`src/pudc_pkg.sv`:
```
// Purpose: shared constants for the presettable up/down counter block
// Assumes: 32-bit APB, word-aligned registers
// Notes: offsets are byte addresses
package pudc_pkg;

    // ==========================================================
    // widths
    localparam int PUDC_CNT_W = 4;
    localparam int PUDC_ADDR_W = 12;
    localparam int PUDC_DATA_W = 32;
    localparam int PUDC_WRAP_W = 16;

    // ==========================================================
    // register offsets
    localparam logic [PUDC_ADDR_W-1:0] PUDC_OFS_CTRL = 12'h000;
    localparam logic [PUDC_ADDR_W-1:0] PUDC_OFS_STATUS = 12'h004;
    localparam logic [PUDC_ADDR_W-1:0] PUDC_OFS_PRESET = 12'h008;
    localparam logic [PUDC_ADDR_W-1:0] PUDC_OFS_WRAPS = 12'h00c;

    // ==========================================================
    // ctrl fields
    localparam int PUDC_CTRL_INHIBIT_BIT = 0;
    localparam int PUDC_CTRL_SWLOAD_BIT = 1;

    // ==========================================================
    // status fields
    localparam int PUDC_ST_CNT_LSB = 0;
    localparam int PUDC_ST_TC_BIT = 4;
    localparam int PUDC_ST_DOWN_BIT = 5;
    localparam int PUDC_ST_LOAD_BIT = 6;
    localparam int PUDC_ST_RC_BIT = 7;
    localparam int PUDC_ST_INH_BIT = 8;

    // ==========================================================
    // reset values, the wrap increment and the direction type
    localparam logic [PUDC_CNT_W-1:0] PUDC_CNT_RST = 4'h0;
    localparam logic [PUDC_DATA_W-1:0] PUDC_RDATA_ZERO = 32'h0000_0000;
    localparam logic [PUDC_WRAP_W-1:0] PUDC_WRAP_RST = 16'h0000;
    localparam logic [PUDC_WRAP_W-1:0] PUDC_WRAP_ONE = 16'h0001;

    typedef enum logic {PUDC_DIR_UP, PUDC_DIR_DOWN} pudc_dir_t;

endpackage

```
`src/pudc_stage_if.sv`:
```
// Purpose: carrier between the counter top and its count stage
// Assumes: single clock domain
// Notes: step is a one-cycle pulse
`timescale 1ns/1ps
interface pudc_stage_if #(parameter int WIDTH = 4);
    logic load_n;
    logic [WIDTH-1:0] load_data;
    logic step;
    logic count_down;
    logic [WIDTH-1:0] count;
    logic [WIDTH-1:0] count_nxt;
    logic term;
    logic term_nxt;
    logic carry;

    modport ctrl (
        output load_n,
        output load_data,
        output step,
        output count_down,
        input count,
        input count_nxt,
        input term,
        input term_nxt,
        input carry
    );

    modport stage (
        input load_n,
        input load_data,
        input step,
        input count_down,
        output count,
        output count_nxt,
        output term,
        output term_nxt,
        output carry
    );
endinterface

```
`src/pudc_stage.sv`:
```
// Purpose: modulo 2^WIDTH up/down count stage with level preset
// Assumes: step already qualified by enable and clock edge
// Notes: terminal flag is registered from the next count
`timescale 1ns/1ps
module pudc_stage
    import pudc_pkg::*;
#(
    parameter int WIDTH = PUDC_CNT_W
)
(
    input wire logic pclk,
    input wire logic presetn,
    pudc_stage_if.stage sif
);
    localparam logic [WIDTH-1:0] ONE = WIDTH'(1);
    localparam logic [WIDTH-1:0] ALL_ONES = {WIDTH{1'b1}};
    localparam logic [WIDTH-1:0] ZERO = '0;

    logic [WIDTH-1:0] count_r;
    logic term_r;
    logic [WIDTH-1:0] count_nxt;
    logic term_nxt;

    // ==========================================================
    // next count
    always_comb
    begin
        count_nxt = count_r;
        if (!sif.load_n)
        begin
            count_nxt = sif.load_data;
        end
        else if (sif.step)
        begin
            if (sif.count_down)
            begin
                count_nxt = count_r - ONE;
            end
            else
            begin
                count_nxt = count_r + ONE;
            end
        end
    end

    // direction enters here directly, so a change of direction
    // moves the flag even when the count stands still
    always_comb
    begin
        if (sif.count_down)
        begin
            term_nxt = (count_nxt == ZERO);
        end
        else
        begin
            term_nxt = (count_nxt == ALL_ONES);
        end
    end

    // ==========================================================
    // storage
    always_ff @(posedge pclk or negedge presetn)
    begin
        if (!presetn)
        begin
            count_r <= PUDC_CNT_RST;
        end
        else
        begin
            count_r <= count_nxt;
        end
    end

    always_ff @(posedge pclk or negedge presetn)
    begin
        if (!presetn)
        begin
            term_r <= 1'b0;
        end
        else
        begin
            term_r <= term_nxt;
        end
    end

    assign sif.count = count_r;
    assign sif.count_nxt = count_nxt;
    assign sif.term = term_r;
    assign sif.term_nxt = term_nxt;
    assign sif.carry = sif.load_n & sif.step & term_r;
endmodule

```
`src/pudc_counter.sv`:
```
// Purpose: presettable 4-bit up/down counter with APB status and control
// Assumes: all pins synchronous to pclk; count_clock sampled, not a clock
// Notes: pin effects appear one pclk after the pin changes
//
// The placing of the registers and the APB slave port were chosen for this implementation.
`timescale 1ns/1ps
module pudc_counter
    import pudc_pkg::*;
#(
    parameter int WIDTH = PUDC_CNT_W
)
(
    input wire logic pclk,
    input wire logic presetn,
    input wire logic psel,
    input wire logic penable,
    input wire logic pwrite,
    input wire logic [PUDC_ADDR_W-1:0] paddr,
    input wire logic [PUDC_DATA_W-1:0] pwdata,
    output logic [PUDC_DATA_W-1:0] prdata,
    output logic pready,
    output logic pslverr,
    input wire logic count_clock,
    input wire logic count_enable_n,
    input wire logic count_down,
    input wire logic preset_load_n,
    input wire logic [WIDTH-1:0] preset_data_in,
    output logic [WIDTH-1:0] count_value_out,
    output logic terminal_count_flag,
    output logic ripple_clock_out
);
    import pudc_pkg::*;

    // ==========================================================
    // declarations
    pudc_stage_if #(.WIDTH(WIDTH)) sif ();

    logic clk_prev_r;
    logic clk_rise;
    logic inhibit_r;
    logic swload_r;
    logic [WIDTH-1:0] preset_r;
    logic [PUDC_WRAP_W-1:0] wraps_r;
    logic [PUDC_WRAP_W-1:0] wraps_nxt;
    logic [WIDTH-1:0] count_out_r;
    logic term_out_r;
    logic ripple_r;
    logic ripple_nxt;
    logic enable_eff;
    logic load_eff_n;
    logic [WIDTH-1:0] load_data;
    logic [PUDC_DATA_W-1:0] prdata_r;
    logic [PUDC_DATA_W-1:0] rdata_nxt;
    logic pready_r;
    logic pslverr_r;
    logic addr_hit;
    logic setup_ph;
    logic access_wr;
    logic [PUDC_DATA_W-1:0] status_word;

    // ==========================================================
    // count clock edge detection
    // the pin is treated as a sampled level, so the highest usable
    // count rate is half of pclk
    always_ff @(posedge pclk or negedge presetn)
    begin
        if (!presetn)
        begin
            clk_prev_r <= 1'b1;
        end
        else
        begin
            clk_prev_r <= count_clock;
        end
    end

    assign clk_rise = count_clock & ~clk_prev_r;

    // ==========================================================
    // enable and load qualification
    // software inhibit acts like a high enable pin, which keeps the
    // stop-the-chain behaviour of the ripple output intact
    assign enable_eff = ~count_enable_n & ~inhibit_r;

    // pin load wins over the software load request
    assign load_eff_n = preset_load_n & ~swload_r;
    assign load_data = !preset_load_n ? preset_data_in : preset_r;

    assign sif.load_n = load_eff_n;
    assign sif.load_data = load_data;
    assign sif.step = clk_rise & enable_eff;
    assign sif.count_down = count_down;

    pudc_stage #(.WIDTH(WIDTH)) u_stage (
        .pclk(pclk),
        .presetn(presetn),
        .sif(sif)
    );

    // ==========================================================
    // pin outputs, all registered
    always_ff @(posedge pclk or negedge presetn)
    begin
        if (!presetn)
        begin
            count_out_r <= PUDC_CNT_RST;
        end
        else
        begin
            count_out_r <= sif.count_nxt;
        end
    end

    always_ff @(posedge pclk or negedge presetn)
    begin
        if (!presetn)
        begin
            term_out_r <= 1'b0;
        end
        else
        begin
            term_out_r <= sif.term_nxt;
        end
    end

    // low only while armed, enabled and the count clock is low;
    // built from the next flag and registered so it cannot spike on decode
    always_comb
    begin
        ripple_nxt = 1'b1;
        if (sif.term_nxt && enable_eff && !count_clock)
        begin
            ripple_nxt = 1'b0;
        end
    end

    always_ff @(posedge pclk or negedge presetn)
    begin
        if (!presetn)
        begin
            ripple_r <= 1'b1;
        end
        else
        begin
            ripple_r <= ripple_nxt;
        end
    end

    assign count_value_out = count_out_r;
    assign terminal_count_flag = term_out_r;
    assign ripple_clock_out = ripple_r;

    // ==========================================================
    // apb decode
    assign setup_ph = psel & ~penable;
    assign access_wr = psel & penable & pwrite & pready_r;
    assign addr_hit = (paddr == PUDC_OFS_CTRL) || (paddr == PUDC_OFS_STATUS) ||
                      (paddr == PUDC_OFS_PRESET) || (paddr == PUDC_OFS_WRAPS);

    always_comb
    begin
        status_word = PUDC_RDATA_ZERO;
        status_word[PUDC_ST_CNT_LSB +: WIDTH] = sif.count;
        status_word[PUDC_ST_TC_BIT] = sif.term;
        status_word[PUDC_ST_DOWN_BIT] = count_down;
        status_word[PUDC_ST_LOAD_BIT] = ~preset_load_n;
        status_word[PUDC_ST_RC_BIT] = ripple_r;
        status_word[PUDC_ST_INH_BIT] = inhibit_r;
    end

    always_comb
    begin
        rdata_nxt = PUDC_RDATA_ZERO;
        unique case (paddr)
            PUDC_OFS_CTRL:
            begin
                rdata_nxt[PUDC_CTRL_INHIBIT_BIT] = inhibit_r;
            end
            PUDC_OFS_STATUS:
            begin
                rdata_nxt = status_word;
            end
            PUDC_OFS_PRESET:
            begin
                rdata_nxt[WIDTH-1:0] = preset_r;
            end
            PUDC_OFS_WRAPS:
            begin
                rdata_nxt[PUDC_WRAP_W-1:0] = wraps_r;
            end
            default:
            begin
                rdata_nxt = PUDC_RDATA_ZERO;
            end
        endcase
    end

    // ==========================================================
    // apb answer: ready is registered from the setup cycle, so every
    // access completes at its first access edge
    always_ff @(posedge pclk or negedge presetn)
    begin
        if (!presetn)
        begin
            pready_r <= 1'b0;
        end
        else
        begin
            pready_r <= setup_ph;
        end
    end

    always_ff @(posedge pclk or negedge presetn)
    begin
        if (!presetn)
        begin
            pslverr_r <= 1'b0;
        end
        else
        begin
            pslverr_r <= setup_ph & ~addr_hit;
        end
    end

    always_ff @(posedge pclk or negedge presetn)
    begin
        if (!presetn)
        begin
            prdata_r <= PUDC_RDATA_ZERO;
        end
        else if (setup_ph && !pwrite)
        begin
            prdata_r <= rdata_nxt;
        end
        else if (!psel)
        begin
            prdata_r <= PUDC_RDATA_ZERO;
        end
    end

    assign prdata = prdata_r;
    assign pready = pready_r;
    assign pslverr = pslverr_r;

    // ==========================================================
    // control register
    always_ff @(posedge pclk or negedge presetn)
    begin
        if (!presetn)
        begin
            inhibit_r <= 1'b0;
        end
        else if (access_wr && paddr == PUDC_OFS_CTRL)
        begin
            inhibit_r <= pwdata[PUDC_CTRL_INHIBIT_BIT];
        end
    end

    // self-clearing, one pclk of load
    always_ff @(posedge pclk or negedge presetn)
    begin
        if (!presetn)
        begin
            swload_r <= 1'b0;
        end
        else
        begin
            swload_r <= access_wr && (paddr == PUDC_OFS_CTRL) &&
                        pwdata[PUDC_CTRL_SWLOAD_BIT];
        end
    end

    always_ff @(posedge pclk or negedge presetn)
    begin
        if (!presetn)
        begin
            preset_r <= PUDC_CNT_RST;
        end
        else if (access_wr && paddr == PUDC_OFS_PRESET)
        begin
            preset_r <= pwdata[WIDTH-1:0];
        end
    end

    // ==========================================================
    // wrap counter: a carry in the same cycle as a clear survives
    always_comb
    begin
        wraps_nxt = wraps_r;
        if (access_wr && paddr == PUDC_OFS_WRAPS)
        begin
            wraps_nxt = sif.carry ? PUDC_WRAP_ONE : PUDC_WRAP_RST;
        end
        else if (sif.carry)
        begin
            wraps_nxt = wraps_r + PUDC_WRAP_ONE;
        end
    end

    always_ff @(posedge pclk or negedge presetn)
    begin
        if (!presetn)
        begin
            wraps_r <= PUDC_WRAP_RST;
        end
        else
        begin
            wraps_r <= wraps_nxt;
        end
    end
endmodule

```
`config.mk`:
```
export PLATFORM = sky130hd
export DESIGN_NAME = pudc_counter
export DESIGN_NICKNAME = d
export VERILOG_FILES = /design/src/pudc_pkg.sv /design/src/pudc_stage_if.sv /design/src/pudc_stage.sv /design/src/pudc_counter.sv
export SDC_FILE = /design/constraint.sdc
export NUM_CORES = 1
export LEC_CHECK = 0
export BUFFER_PORTS_ARGS = -buffer_cell sky130_fd_sc_hd__buf_2
export CORE_AREA = 2 2 95 97
export CTS_BUF_LIST = sky130_fd_sc_hd__clkbuf_8
export CTS_CLUSTER_SIZE = 8
export DETAILED_ROUTE_END_ITERATION = 16
export DIE_AREA = 0 0 97 99
export SETUP_SLACK_MARGIN = 0.3
export SYNTH_ARGS = -nofsm -noshare
export SYNTH_HDL_FRONTEND = slang
export SYNTH_SLANG_ARGS = --single-unit
```
`constraint.sdc`:
```
create_clock -name pclk -period 1.7 [get_ports pclk]
set_input_delay 0.17 -clock pclk [delete_from_list [all_inputs] [get_ports pclk]]
set_output_delay 0.17 -clock pclk [all_outputs]
set_load 0.01 [all_outputs]
```
# After elaboration in Yosys (flattened, before gate mapping)
# Cells that the tools add are included.
[classes]
n_addsub = 3
n_mul = 0
div = 0
magnitude_cmp = 0
n_eq_ne = 5
shift = 0
muxes = 14
n_bitwise = 18
reduce_logical = 15
[ops]
columns = ["cell", "n"]
rows = [
  ["32-bit 2-to-1 mux", 2],
  ["16-bit 2-to-1 mux", 2],
  ["12-bit by 4-bit equality test with 1-bit output, second input constant", 2],
  ["12-bit case mux with 2 select lines", 1],
  ["16-bit by 1-bit adder with 16-bit output, second input constant", 1],
  ["4-bit 2-to-1 mux", 4],
  ["12-bit by 3-bit equality test with 1-bit output, second input constant", 1],
  ["12-bit logical NOT", 1],
  ["1-bit bitwise AND", 11],
  ["3-bit case mux with 3 select lines", 1],
  ["1-bit logical AND", 7],
  ["1-bit NOT", 7],
  ["4-bit by 1-bit adder with 4-bit output, second input constant", 1],
  ["4-bit equality test, second input constant", 1],
  ["4-bit logical NOT", 1],
  ["1-bit case mux with 4 select lines", 1],
  ["4-bit by 1-bit subtractor with 4-bit output, second input constant", 1],
  ["1-bit logical OR", 3],
  ["1-bit 2-to-1 mux", 3],
  ["1-bit logical NOT", 2],
  ["2-bit by 1-bit inequality test with 1-bit output, second input constant", 1],
  ["2-bit nonzero test", 1],
]
[totals]
regBits = 63
latch_bits = 0
mem_bits_rw = 0
mem_bits_ro = 0
input_bits = 57
output_inout_bits = 40
wordCells = 66
mem_count = 0

# Longest topological paths before layout
# Gate-level depths: netlist of run 1.
[logic_depth]
depth_word = 10
mapped_depth = 7
mapped_depth_nobuf = 7

# Cells and area by module
# Synthesis of run 1 repeated with hierarchy kept, for this count alone.
[hier_totals]
hier_cells = 246
area_unflattened_um2 = 2718.9
[modules_own_cells]
columns = ["mod", "n_inst", "cells_per_inst", "area_per_inst_um2"]
rows = [
  ["pudc_counter", 1, 196, 2262.2],
  ["pudc_stage", 1, 50, 456.7],
]

# Worst setup path before layout of run 1
# No wires, ideal clock.
[synth_path]
kind = "reg2reg"
start = "register u_stage.count_r[0] (netlist: u_stage.sif.count[0])"
end = "register u_stage.term_r (netlist: u_stage.sif.term)"
setup_ps = 79
arrival_time_ps = 1897
setup_slack_ps = -277
path_stages_with_launch = 8
n_path_buf = 0
cell_sequence = "dfrtp_1 > inv_1 > fa_1 > xnor2_1 > mux2i_1 > o21ai_1 > or4_1 > mux2i_1"
[synth_via]
elab_chain_cells = 6
word_cells_on_any_way = 8
classes_between = "2 x add/sub; 1 x eq/ne; 4 x mux; 1 x reduce/logical"
[synth_lines]
columns = ["element", "line_no", "text"]
rows = [
  ["from (decl)", "pudc_stage.sv:19", "logic [WIDTH-1:0] count_r;"],
  ["from (signal assigned)", "pudc_stage.sv:70", "count_r <= count_nxt;"],
  ["4-bit by 1-bit adder with 4-bit output or 4-bit by 1-bit subtractor with 4-bit output (tied branches)", "pudc_stage.sv:41, pudc_stage.sv:37", ""],
  ["4-bit 2-to-1 mux *", "pudc_stage.sv:35", "if (sif.count_down)"],
  ["4-bit 2-to-1 mux *", "pudc_stage.sv:33", "else if (sif.step)"],
  ["4-bit 2-to-1 mux *", "pudc_stage.sv:29", "if (!sif.load_n)"],
  ["via sif.count_nxt[2]", "pudc_stage_if.sv:11", "logic [WIDTH-1:0] count_nxt;"],
  ["4-bit equality test or 4-bit logical NOT (tied branches)", "pudc_stage.sv:56, pudc_stage.sv:52", ""],
  ["1-bit 2-to-1 mux *", "pudc_stage.sv:50", "if (sif.count_down)"],
  ["via sif.term_nxt", "pudc_stage_if.sv:13", "logic term_nxt;"],
  ["to (signal assigned)", "pudc_stage.sv:82", "term_r <= term_nxt;"],
  ["to (decl)", "pudc_stage.sv:20", "logic term_r;"],
]
# Mark *: on every way through the listed nets, which the timed path passes. The rest lies on a longest branch.
# A chain may end at the register's enable or synchronous reset.

# Worst setup path in the final report of run 1
[layout_path]
start = "register inhibit_r"
end = "register ripple_r (netlist: ripple_clock_out)"
[layout_via]
elab_chain_cells = 10
word_cells_on_any_way = 11
classes_between = "1 x eq/ne; 4 x mux; 3 x bitwise; 3 x reduce/logical"
[layout_lines]
columns = ["element", "line_no", "text"]
rows = [
  ["from (decl)", "pudc_counter.sv:40", "logic inhibit_r;"],
  ["from (signal assigned)", "pudc_counter.sv:255", "inhibit_r <= pwdata[PUDC_CTRL_INHIBIT_BIT];"],
  ["1-bit NOT *", "pudc_counter.sv:83", "assign enable_eff = ~count_enable_n & ~inhibit_r;"],
  ["1-bit bitwise AND *", "pudc_counter.sv:83", ""],
  ["1-bit bitwise AND", "pudc_counter.sv:91", "assign sif.step = clk_rise & enable_eff;"],
  ["4-bit 2-to-1 mux", "pudc_stage.sv:33", ""],
  ["4-bit 2-to-1 mux", "pudc_stage.sv:29", ""],
  ["4-bit equality test or 4-bit logical NOT (tied branches)", "pudc_stage.sv:56, pudc_stage.sv:52", ""],
  ["1-bit 2-to-1 mux", "pudc_stage.sv:50", ""],
  ["1-bit logical AND * (2 in a row)", "pudc_counter.sv:131", "if (sif.term_nxt && enable_eff && !count_clock)"],
  ["1-bit 2-to-1 mux *", "pudc_counter.sv:131", ""],
  ["via ripple_nxt", "pudc_counter.sv:48", "logic ripple_nxt;"],
  ["to (signal assigned)", "pudc_counter.sv:145", "ripple_r <= ripple_nxt;"],
  ["to (decl)", "pudc_counter.sv:47", "logic ripple_r;"],
]
# Marked as above.

==> reports/metrics.yaml, run 1 <==
cts.sinks: 47
async_flop_share: 1.00
hold-path-cell-count: 2
placed_area_um2: 3190
design_area_um2: 3620
cap_violations: 0
power_leakage_nw: 1.73
ant_nets: 0
drive_gt1_frac: 0.462
fp.dieH_um: 99
worstPathRequired_ns: 1.92
initial_utilization: 0.297
first_global_vias: 2197
synthCells: 249
status: "finished, violations left"
die_area_um2: 9600
grt_max_degree: 27
cts_max_path_buffers: 2
setup_violations: 9
post_synth_num_cell_types: 51
post-route-min-period_ns: 1.90
fin_ws_ns: -0.201
grt_first_pass_wirelength_mm: 10.5
grt_antenna_before_repair: 0
n_antenna_cell: 0
synth_edf_count: 0
fillerInstances: 812
critPathLaunchType: "register"
htreeDepth: 2
fin_worst_skew_ns: 0.00882
drv_slew: 0
first_iter_violations: 83
hold_violations: 0
worstMarginPinSlew_ns: 0.649
post-route-util: 0.423
totalWireLength_mm: 6.36
insertion_delay_ns: 0.30
netlist_area_um2: 2540
synth_warnings: 0
min_to: "preset_r[3]$_DFFE_PN0P_"
r2r_start: "inhibit_r$_DFFE_PN0P_"
grt_use_total: 0.132
row_count: 34
ys_seq_elements: 47
port_buffers: 52
synthFlopType: "dfrtp_1"
core_um2: 8550
seq_area_frac_synth: 0.465
hpwl_mm: 4.73
path_clk_slew_ns: 0.09
drc: 0
timing.final.crit_share: 1.12
instances_no_fill: 452
area_delta_synth_final_pct: 42.6
die_w_um: 97
violations: "negative setup slack"
vdd_drop_max_mv: 0.429
slew_headroom: 0.567
worstPathMaxFanout: 4
power_density_nw_per_um2: 718
dp_cells: 433
rr_endpoint: "ripple_clock_out$_DFF_PN1_"
io_pins: 97
min_path_type: "in2reg"
cp-end-kind: "register"
r2r_cells: 6
gr-total-overflow: 0
rsz0062_at_grt: "yes"
cts_root_buffer: "clkbuf_8"
nets: 404
ff2ff_setup_slack_ns: -0.20
dpl_worst_slack_ns: -0.210
min-delay-start: "pwdata[3]"
gp_congestion: 0.754
cts_buffers: 5
drt_pre_antenna_iters: 4
synth.avg_cell_area_um2: 10.2
worst-endpoint-arrival_ns: 2.13
vias: 2150
avgViaCountPerCell: 4.76
critical_path_class: "reg2reg"
cts_tree: "built"
fmax_mhz: 526
wl_per_cell_um: 14.1
cells in the final DEF, fill, tap and decap left out, drive strengths merged, types with 3 or more instances in the layout:
master   synthesis  final
buf             18     96
nand2           20     20
xnor2            6      6
a22oi            9      9
and3             4      4
nor2            19     19
ha               3      3
a21oi            6      6
nand4            9      9
o21ai           13     13
and2             6      6
conb             1     16
inv              7      7
and4             3      3
mux2             8      8
nor3             4      4
mux2i            7      7
a22o             7      7
dfrtp           45     45
nor4             5      5
xor2             7      7
a2111oi          4      4
clkbuf           7      5
nand3            5      5
nand2b           3      3
or3              3      3
critical path, stage by stage, from the launching register on:
cell and delay, ns:
dfrtp_2 0.45, buf_4 0.14, or4b_4 0.53, a2111oi_4 0.30, a2111oi_2 0.08, and2_4 0.17
mux2i_1 0.15
area by class of cell:
type	count	area, um2	share of cell area
Sequential cell	47	1180	0.327
Tap cell	108	135	0.0374
Timing Repair Buffer	97	664	0.184
Clock buffer	5	68.8	0.0190
Multi-Input combinational cell	185	1470	0.407
Clock inverter	3	67.6	0.0187
Inverter	7	26.3	0.00727
worst max path at each step:
| stage | start | endpoint | slack [ns] | cells after the start |
|---|---|---|---|---|
| 6_report | inhibit_r$_DFFE_PN0P_ | ripple_clock_out$_DFF_PN1_ | -0.20 | 6 |
| 5_1_grt | inhibit_r$_DFFE_PN0P_ | u_stage.sif.term$_DFF_PN0_ | -0.30 | 5 |
| 4_1_cts | u_stage.sif.count[1]$_DFF_PN0_ | u_stage.sif.term$_DFF_PN0_ | -0.17 | 7 |
| 3_5_place_dp | count_down | ripple_clock_out$_DFF_PN1_ | -0.21 | 8 |
| 3_3_place_gp | count_down | ripple_clock_out$_DFF_PN1_ | -0.18 | 8 |
| 2_1_floorplan | u_stage.sif.count[0]$_DFF_PN0_ | u_stage.sif.term$_DFF_PN0_ | -0.18 | 7 |
per-stage QoR:
| step | total power, mW | TNS [ns] | hold WS (ns) |
|---|---|---|---|
| after CTS | 2.58 | -0.857 | 0.0960 |
| after global routing | 2.71 | -2.31 | 0.0958 |
| final | 2.59 | -0.922 | 0.101 |
| after floorplan | 1.41 | -0.371 | -0.126 |
| after detailed placement | 1.56 | -0.780 | 0.186 |
| after global placement | 1.55 | -0.507 | 0.182 |
kinds of logic (layout without fill, tap and decap cells):
group                    after synthesis  in the layout  share of synthesized area
buffers and inverters                 32            112                     0.0755
multiplexers                          15             15                     0.0631
adder cells (fa/ha/maj)                4              4                     0.0227
other                                  1             16                    0.00148
flip-flops                            47             47                      0.465
XOR/XNOR                              13             13                     0.0449
AND/OR/NAND/NOR                       93             93                      0.210
AO/OA/AOI/OAI                         44             44                      0.118
flip-flops by register name, summed over array words and instances (netlist names), 4 cells and up:
register and flops:
preset_r 4, u_stage.sif.count 4, wraps_r 16, prdata 16
routing by layer:
| metal | global-route usage | vias to the layer above | part of all wire |
|---|---|---|---|
| li1 | - | 1047 | - |
| met1 | 0.172 | 1052 | 0.45 |
| met2 | 0.225 | 47 | 0.50 |
| met3 | 0.0270 | 4 | 0.045 |
| met4 | 0.0368 | 0 | 0.0077 |
| met5 | 0 | - | 0 |
synth_stat cells (all sizes together), types with 4 or more instances:
cell / n / area share
a22oi: 9 / 0.027
xor2: 7 / 0.024
a2111oi: 4 / 0.014
buf: 18 / 0.055
nor2: 19 / 0.028
and2: 6 / 0.016
nand2: 20 / 0.030
nand3: 5 / 0.0099
o21ai: 13 / 0.026
clkbuf: 7 / 0.010
mux2i: 7 / 0.028
mux2: 8 / 0.036
dfrtp: 45 / 0.44
xnor2: 6 / 0.021
nor3: 4 / 0.0079
a21oi: 6 / 0.012
inv: 7 / 0.010
and3: 4 / 0.0099
nor4: 5 / 0.012
nand4: 9 / 0.022
a22o: 7 / 0.024
what timing repair did:
item | 4_1_cts | 5_1_grt
pin swaps | 13 | 9
buffers inserted | 6 | 4
gates resized for setup | 21 | 21
setup endpoints to repair | 26 | 30
endpoints found under the hold margin | 19 | 0
hold buffers | 1 | 0
power breakdown:
| group | internal [mW] | switching (mW) | leakage [nW] |
|---|---|---|---|
| combinational | 0.218 | 0.232 | 1.04 |
| clock | 0.586 | 0.381 | 0.0644 |
| sequential | 1.15 | 0.0310 | 0.632 |
| total | 1.95 | 0.644 | 1.73 |
No activity file was read; power rests on OpenSTA's default activity.
==> run 2: changes to the inputs <==
CTS_BUF_LIST = sky130_fd_sc_hd__clkbuf_2 sky130_fd_sc_hd__clkbuf_4 sky130_fd_sc_hd__clkbuf_8   (was sky130_fd_sc_hd__clkbuf_8)
SKIP_LAST_GASP = 1   (was not set)
==> reports/metrics.yaml, run 2 (synthesis results as in run 1) <==
status: "finished, violations left"
violations: "negative setup slack"
worst-path-buf-inv: 1
mostFrequentLayoutCells: "buf_2 (52), dfrtp_1 (43), buf_4 (33)"
min_path_type: "in2reg"
core_um2: 8550
drive_gt1_frac: 0.445
gr-total-overflow: 0
slew_headroom: 0.560
cts_buffers: 5
wl_per_cell_um: 13.9
die_area_um2: 9600
r2r_start: "u_stage.sif.count[1]$_DFF_PN0_"
rsz0062_at_grt: "yes"
avgViaCountPerCell: 4.74
routed.top_layer: "met4"
grt_use_total: 0.132
cts_tree: "built"
vias: 2143
drc: 0
max_stage_delay_ns: 0.41
power_density_nw_per_um2: 722
grt_first_pass_wirelength_mm: 10.5
cts.sinks: 47
first_global_vias: 2197
path_clk_slew_ns: 0.09
die_w_um: 97
worstMarginPinSlew_ns: 0.659
n_antenna_cell: 0
cts_max_path_buffers: 2
min-delay-start: "pwdata[3]"
fp.dieH_um: 99
ant_nets: 0
critical_path_class: "reg2reg"
drt_pre_antenna_iters: 5
cp-end-kind: "register"
placed_area_um2: 3190
dp_cells: 433
cap_violations: 0
vdd_drop_max_mv: 0.431
grt_max_degree: 27
fin_worst_skew_ns: 0.00914
drv_slew: 0
area_delta_synth_final_pct: 40.7
hpwl_mm: 4.73
worstPathRequired_ns: 1.92
port_buffers: 52
crit_chain: "buf_4 > ha_1 > a21o_2 > a2111oi_4 > a2111oi_2 > and2_4 > mux2i_1"
m1WireLength_mm: 2.86
p_total_mw: 2.58
met2_length_mm: 3.07
ff2ff_setup_slack_ns: -0.19
grt_antenna_before_repair: 0
htreeDepth: 2
timing.final.crit_share: 1.11
cpLargestDelayFamily: "compound AO/OA/AOI/OAI gates"
cts_root_buffer: "clkbuf_8"
insertion_delay_ns: 0.30
instances_no_fill: 452
setup_violations: 9
first_iter_violations: 64
crit_slowest_cell: "dfrtp_1"
worstPathMaxFanout: 3
crit_start: "u_stage.sif.count[1]$_DFF_PN0_"
initial_utilization: 0.297
fmax_mhz: 528
design_area_um2: 3570
final_common_cell: "buf_2"
io_pins: 97
row_count: 34
routed-wl-met3_um: 297
power_leakage_nw: 1.72
fin_ws_ns: -0.194
nets: 404
gp_congestion: 0.754
worst-endpoint-arrival_ns: 2.12
hold_violations: 0
totalWireLength_mm: 6.29
post-route-min-period_ns: 1.89
critPathLaunchType: "register"
-- run 2: final cells by class --
| type | count | area (um2) |
|---|---|---|
| inverters | 7 | 26.3 |
| fillers | 823 | 4980 |
| well taps | 108 | 135 |
| multi-input cells | 185 | 1440 |
| clock inverters | 3 | 67.6 |
| flip-flops and latches | 47 | 1180 |
| repair buffers | 97 | 651 |
| clock buffers | 5 | 68.8 |
-- run 2: timing repair --
| action | in CTS | in global routing |
|---|---|---|
| pin swaps | 12 | 6 |
| cloned | 0 | 0 |
| buffers inserted | 6 | 4 |
| endpoints found under the setup margin | 26 | 30 |
| hold buffers | 1 | 0 |
| resized for setup | 21 | 11 |
| endpoints found under the hold margin | 19 | 0 |
-- run 2: through the flow --
stage / utilization / setup TNS [ns] / setup slack [ns] / hold WS [ns]
2_1_floorplan: - / -0.371 / -0.176 / -0.126
6_report: 0.417 / -0.876 / -0.194 / 0.101
4_1_cts: 0.407 / -0.859 / -0.174 / 0.0960
3_3_place_gp: 0.373 / -0.507 / -0.185 / 0.182
5_1_grt: 0.417 / -2.36 / -0.306 / 0.0958
3_5_place_dp: 0.373 / -0.780 / -0.210 / 0.186
-- run 2: worst paths after layout --
check,to,cells after the start
setup reg to reg,ripple_clock_out$_DFF_PN1_,7
hold / removal,preset_r[3]$_DFFE_PN0P_,2
max in group asynchronous,prdata[10]$_DFFE_PN0P_,3
hold reg to reg,prdata[3]$_DFFE_PN0P_,2
min in group asynchronous,preset_r[3]$_DFFE_PN0P_,2
setup / recovery,ripple_clock_out$_DFF_PN1_,7
-- run 2: power breakdown --
| group | switching (mW) | total [mW] | internal, mW |
|---|---|---|---|
| Clock | 0.383 | 0.969 | 0.586 |
| Combinational | 0.227 | 0.432 | 0.205 |
| Sequential | 0.0307 | 1.18 | 1.15 |
-- run 2: metal layers --
metal	global-route usage	up-vias
met2	0.225	52
met1	0.172	1042
li1	-	1045
met5	0	-
met3	0.0270	4
met4	0.0368	0
==> run 3: changes to the inputs <==
REMOVE_ABC_BUFFERS = 1   (was not set)
==> reports/metrics.yaml, run 3 (synthesis results as in run 1) <==
clock_power_share: 0.304
fillerInstances: 815
avgViaCountPerCell: 4.81
violations: "negative setup slack"
grt_use_total: 0.130
dp_cells: 432
core_um2: 8550
post-route-util: 0.405
mostFrequentLayoutCells: "buf_2 (52), dfrtp_1 (44), buf_4 (33)"
hpwl_mm: 4.46
cts_max_path_buffers: 2
seq_power_share: 0.516
gr-total-overflow: 0
rsz0062_at_grt: "yes"
cp-end-kind: "register"
n_antenna_cell: 0
htreeDepth: 2
initial_utilization: 0.297
fin_worst_skew_ns: 0.0108
totalWireLength_mm: 6.31
gp_congestion: 0.908
first_iter_violations: 98
insertion_delay_ns: 0.31
cts.sinks: 47
cpLargestDelayFamily: "adder cells"
p_total_mw: 2.28
final_common_cell: "buf_2"
io_pins: 97
fin_ws_ns: -0.179
critPathLaunchType: "register"
crit_slowest_cell: "fa_2"
cts_tree: "built"
vias: 2166
drive_gt1_frac: 0.418
cts_buffers: 5
max_stage_delay_ns: 0.51
whs_ns: 0.104
critical_path_class: "reg2reg"
grt_first_pass_wirelength_mm: 10.2
worstPathRequired_ns: 1.93
setup_violations: 8
power.switching_mw: 0.645
drt_pre_antenna_iters: 4
power_density_nw_per_um2: 658
fp.dieH_um: 99
ant_nets: 0
drc: 0
hold_violations: 0
post-route-min-period_ns: 1.88
status: "finished, violations left"
drv_slew: 0
first_global_vias: 2128
grt_antenna_before_repair: 0
slew_headroom: 0.579
nets: 402
cap_violations: 0
worst-endpoint-arrival_ns: 2.11
area_delta_synth_final_pct: 36.5
instances_no_fill: 450
worst-path-buf-inv: 1
worstMarginPinSlew_ns: 0.631
internal-power_mw: 1.63
cts_root_buffer: "clkbuf_8"
port_buffers: 52
min_path_type: "in2reg"
die_area_um2: 9600
setup_tns_ns: -0.676
fmax_mhz: 532
grt_max_degree: 48
timing.final.crit_share: 1.11
comb_power_share: 0.180
vdd_drop_max_mv: 0.347
die_w_um: 97
row_count: 34
power_leakage_nw: 1.69
path_clk_slew_ns: 0.09
worstPathMaxFanout: 3
wl_per_cell_um: 14.0
netSwitchingFraction: 0.283
crit_chain: "inv_2 > fa_2 > nor2_1 > o31a_1 > or4_1 > mux2i_1"
run 3: per-layer routing:
metal  routed length, um  GRT usage  up-vias
li1                    -          -     1050
met5                   0          0        -
met1                2840      0.172     1054
met2                3150      0.215       53
met3                 205     0.0241        9
met4                 108     0.0477        0
run 3: worst paths after layout:
path / startpoint / endpoint / slack [ns] / depth (start not counted)
worst max register to register: u_stage.sif.count[1]$_DFF_PN0_ / u_stage.sif.term$_DFF_PN0_ / -0.18 / 6
max in group asynchronous: presetn / ripple_clock_out$_DFF_PN1_ / 1.03 / 3
worst max-delay path: u_stage.sif.count[1]$_DFF_PN0_ / u_stage.sif.term$_DFF_PN0_ / -0.18 / 6
worst min register to register: prdata[1]$_DFFE_PN0P_ / prdata[1]$_DFFE_PN0P_ / 0.48 / 2
min in group asynchronous: presetn / prdata[11]$_DFFE_PN0P_ / 0.39 / 3
worst min-delay path: pwdata[2] / preset_r[2]$_DFFE_PN0P_ / 0.10 / 2
run 3: layout make-up:
type / count / area, um2 / share of cell area
clock buffers: 5 / 68.8 / 0.0199
clock inverters: 3 / 25.0 / 0.00723
inverters: 7 / 26.3 / 0.00759
multi-input cells: 185 / 1390 / 0.402
flip-flops and latches: 47 / 1180 / 0.341
well taps: 108 / 135 / 0.0390
repair buffers: 95 / 636 / 0.184
run 3: through the flow:
| step | setup slack (ns) | instance area [um2] |
|---|---|---|
| floorplan | -0.281 | 2430 |
| global placement | -0.219 | 3080 |
| detailed placement | -0.336 | 3080 |
| CTS | -0.178 | 3350 |
| global route | -0.271 | 3460 |
| finish | -0.179 | 3460 |
run 3: power groups by stage:
stage | clock [mW] | combinational (mW) | sequential (mW)
finish | 0.693 | 0.411 | 1.18
global route | 0.765 | 0.452 | 1.18
CTS | 0.727 | 0.377 | 1.17
detailed placement | 0 | 0.349 | 1.19
global placement | 0 | 0.343 | 1.19
floorplan | 0 | 0.153 | 1.20
run 3: what timing repair did:
item / 4_1_cts / 5_1_grt
hold buffers: 2 / 0
gates resized for setup: 29 / 16
pin swaps: 16 / 12
buffers inserted: 5 / 3
endpoints found under the hold margin: 46 / 0
setup endpoints to repair: 27 / 33
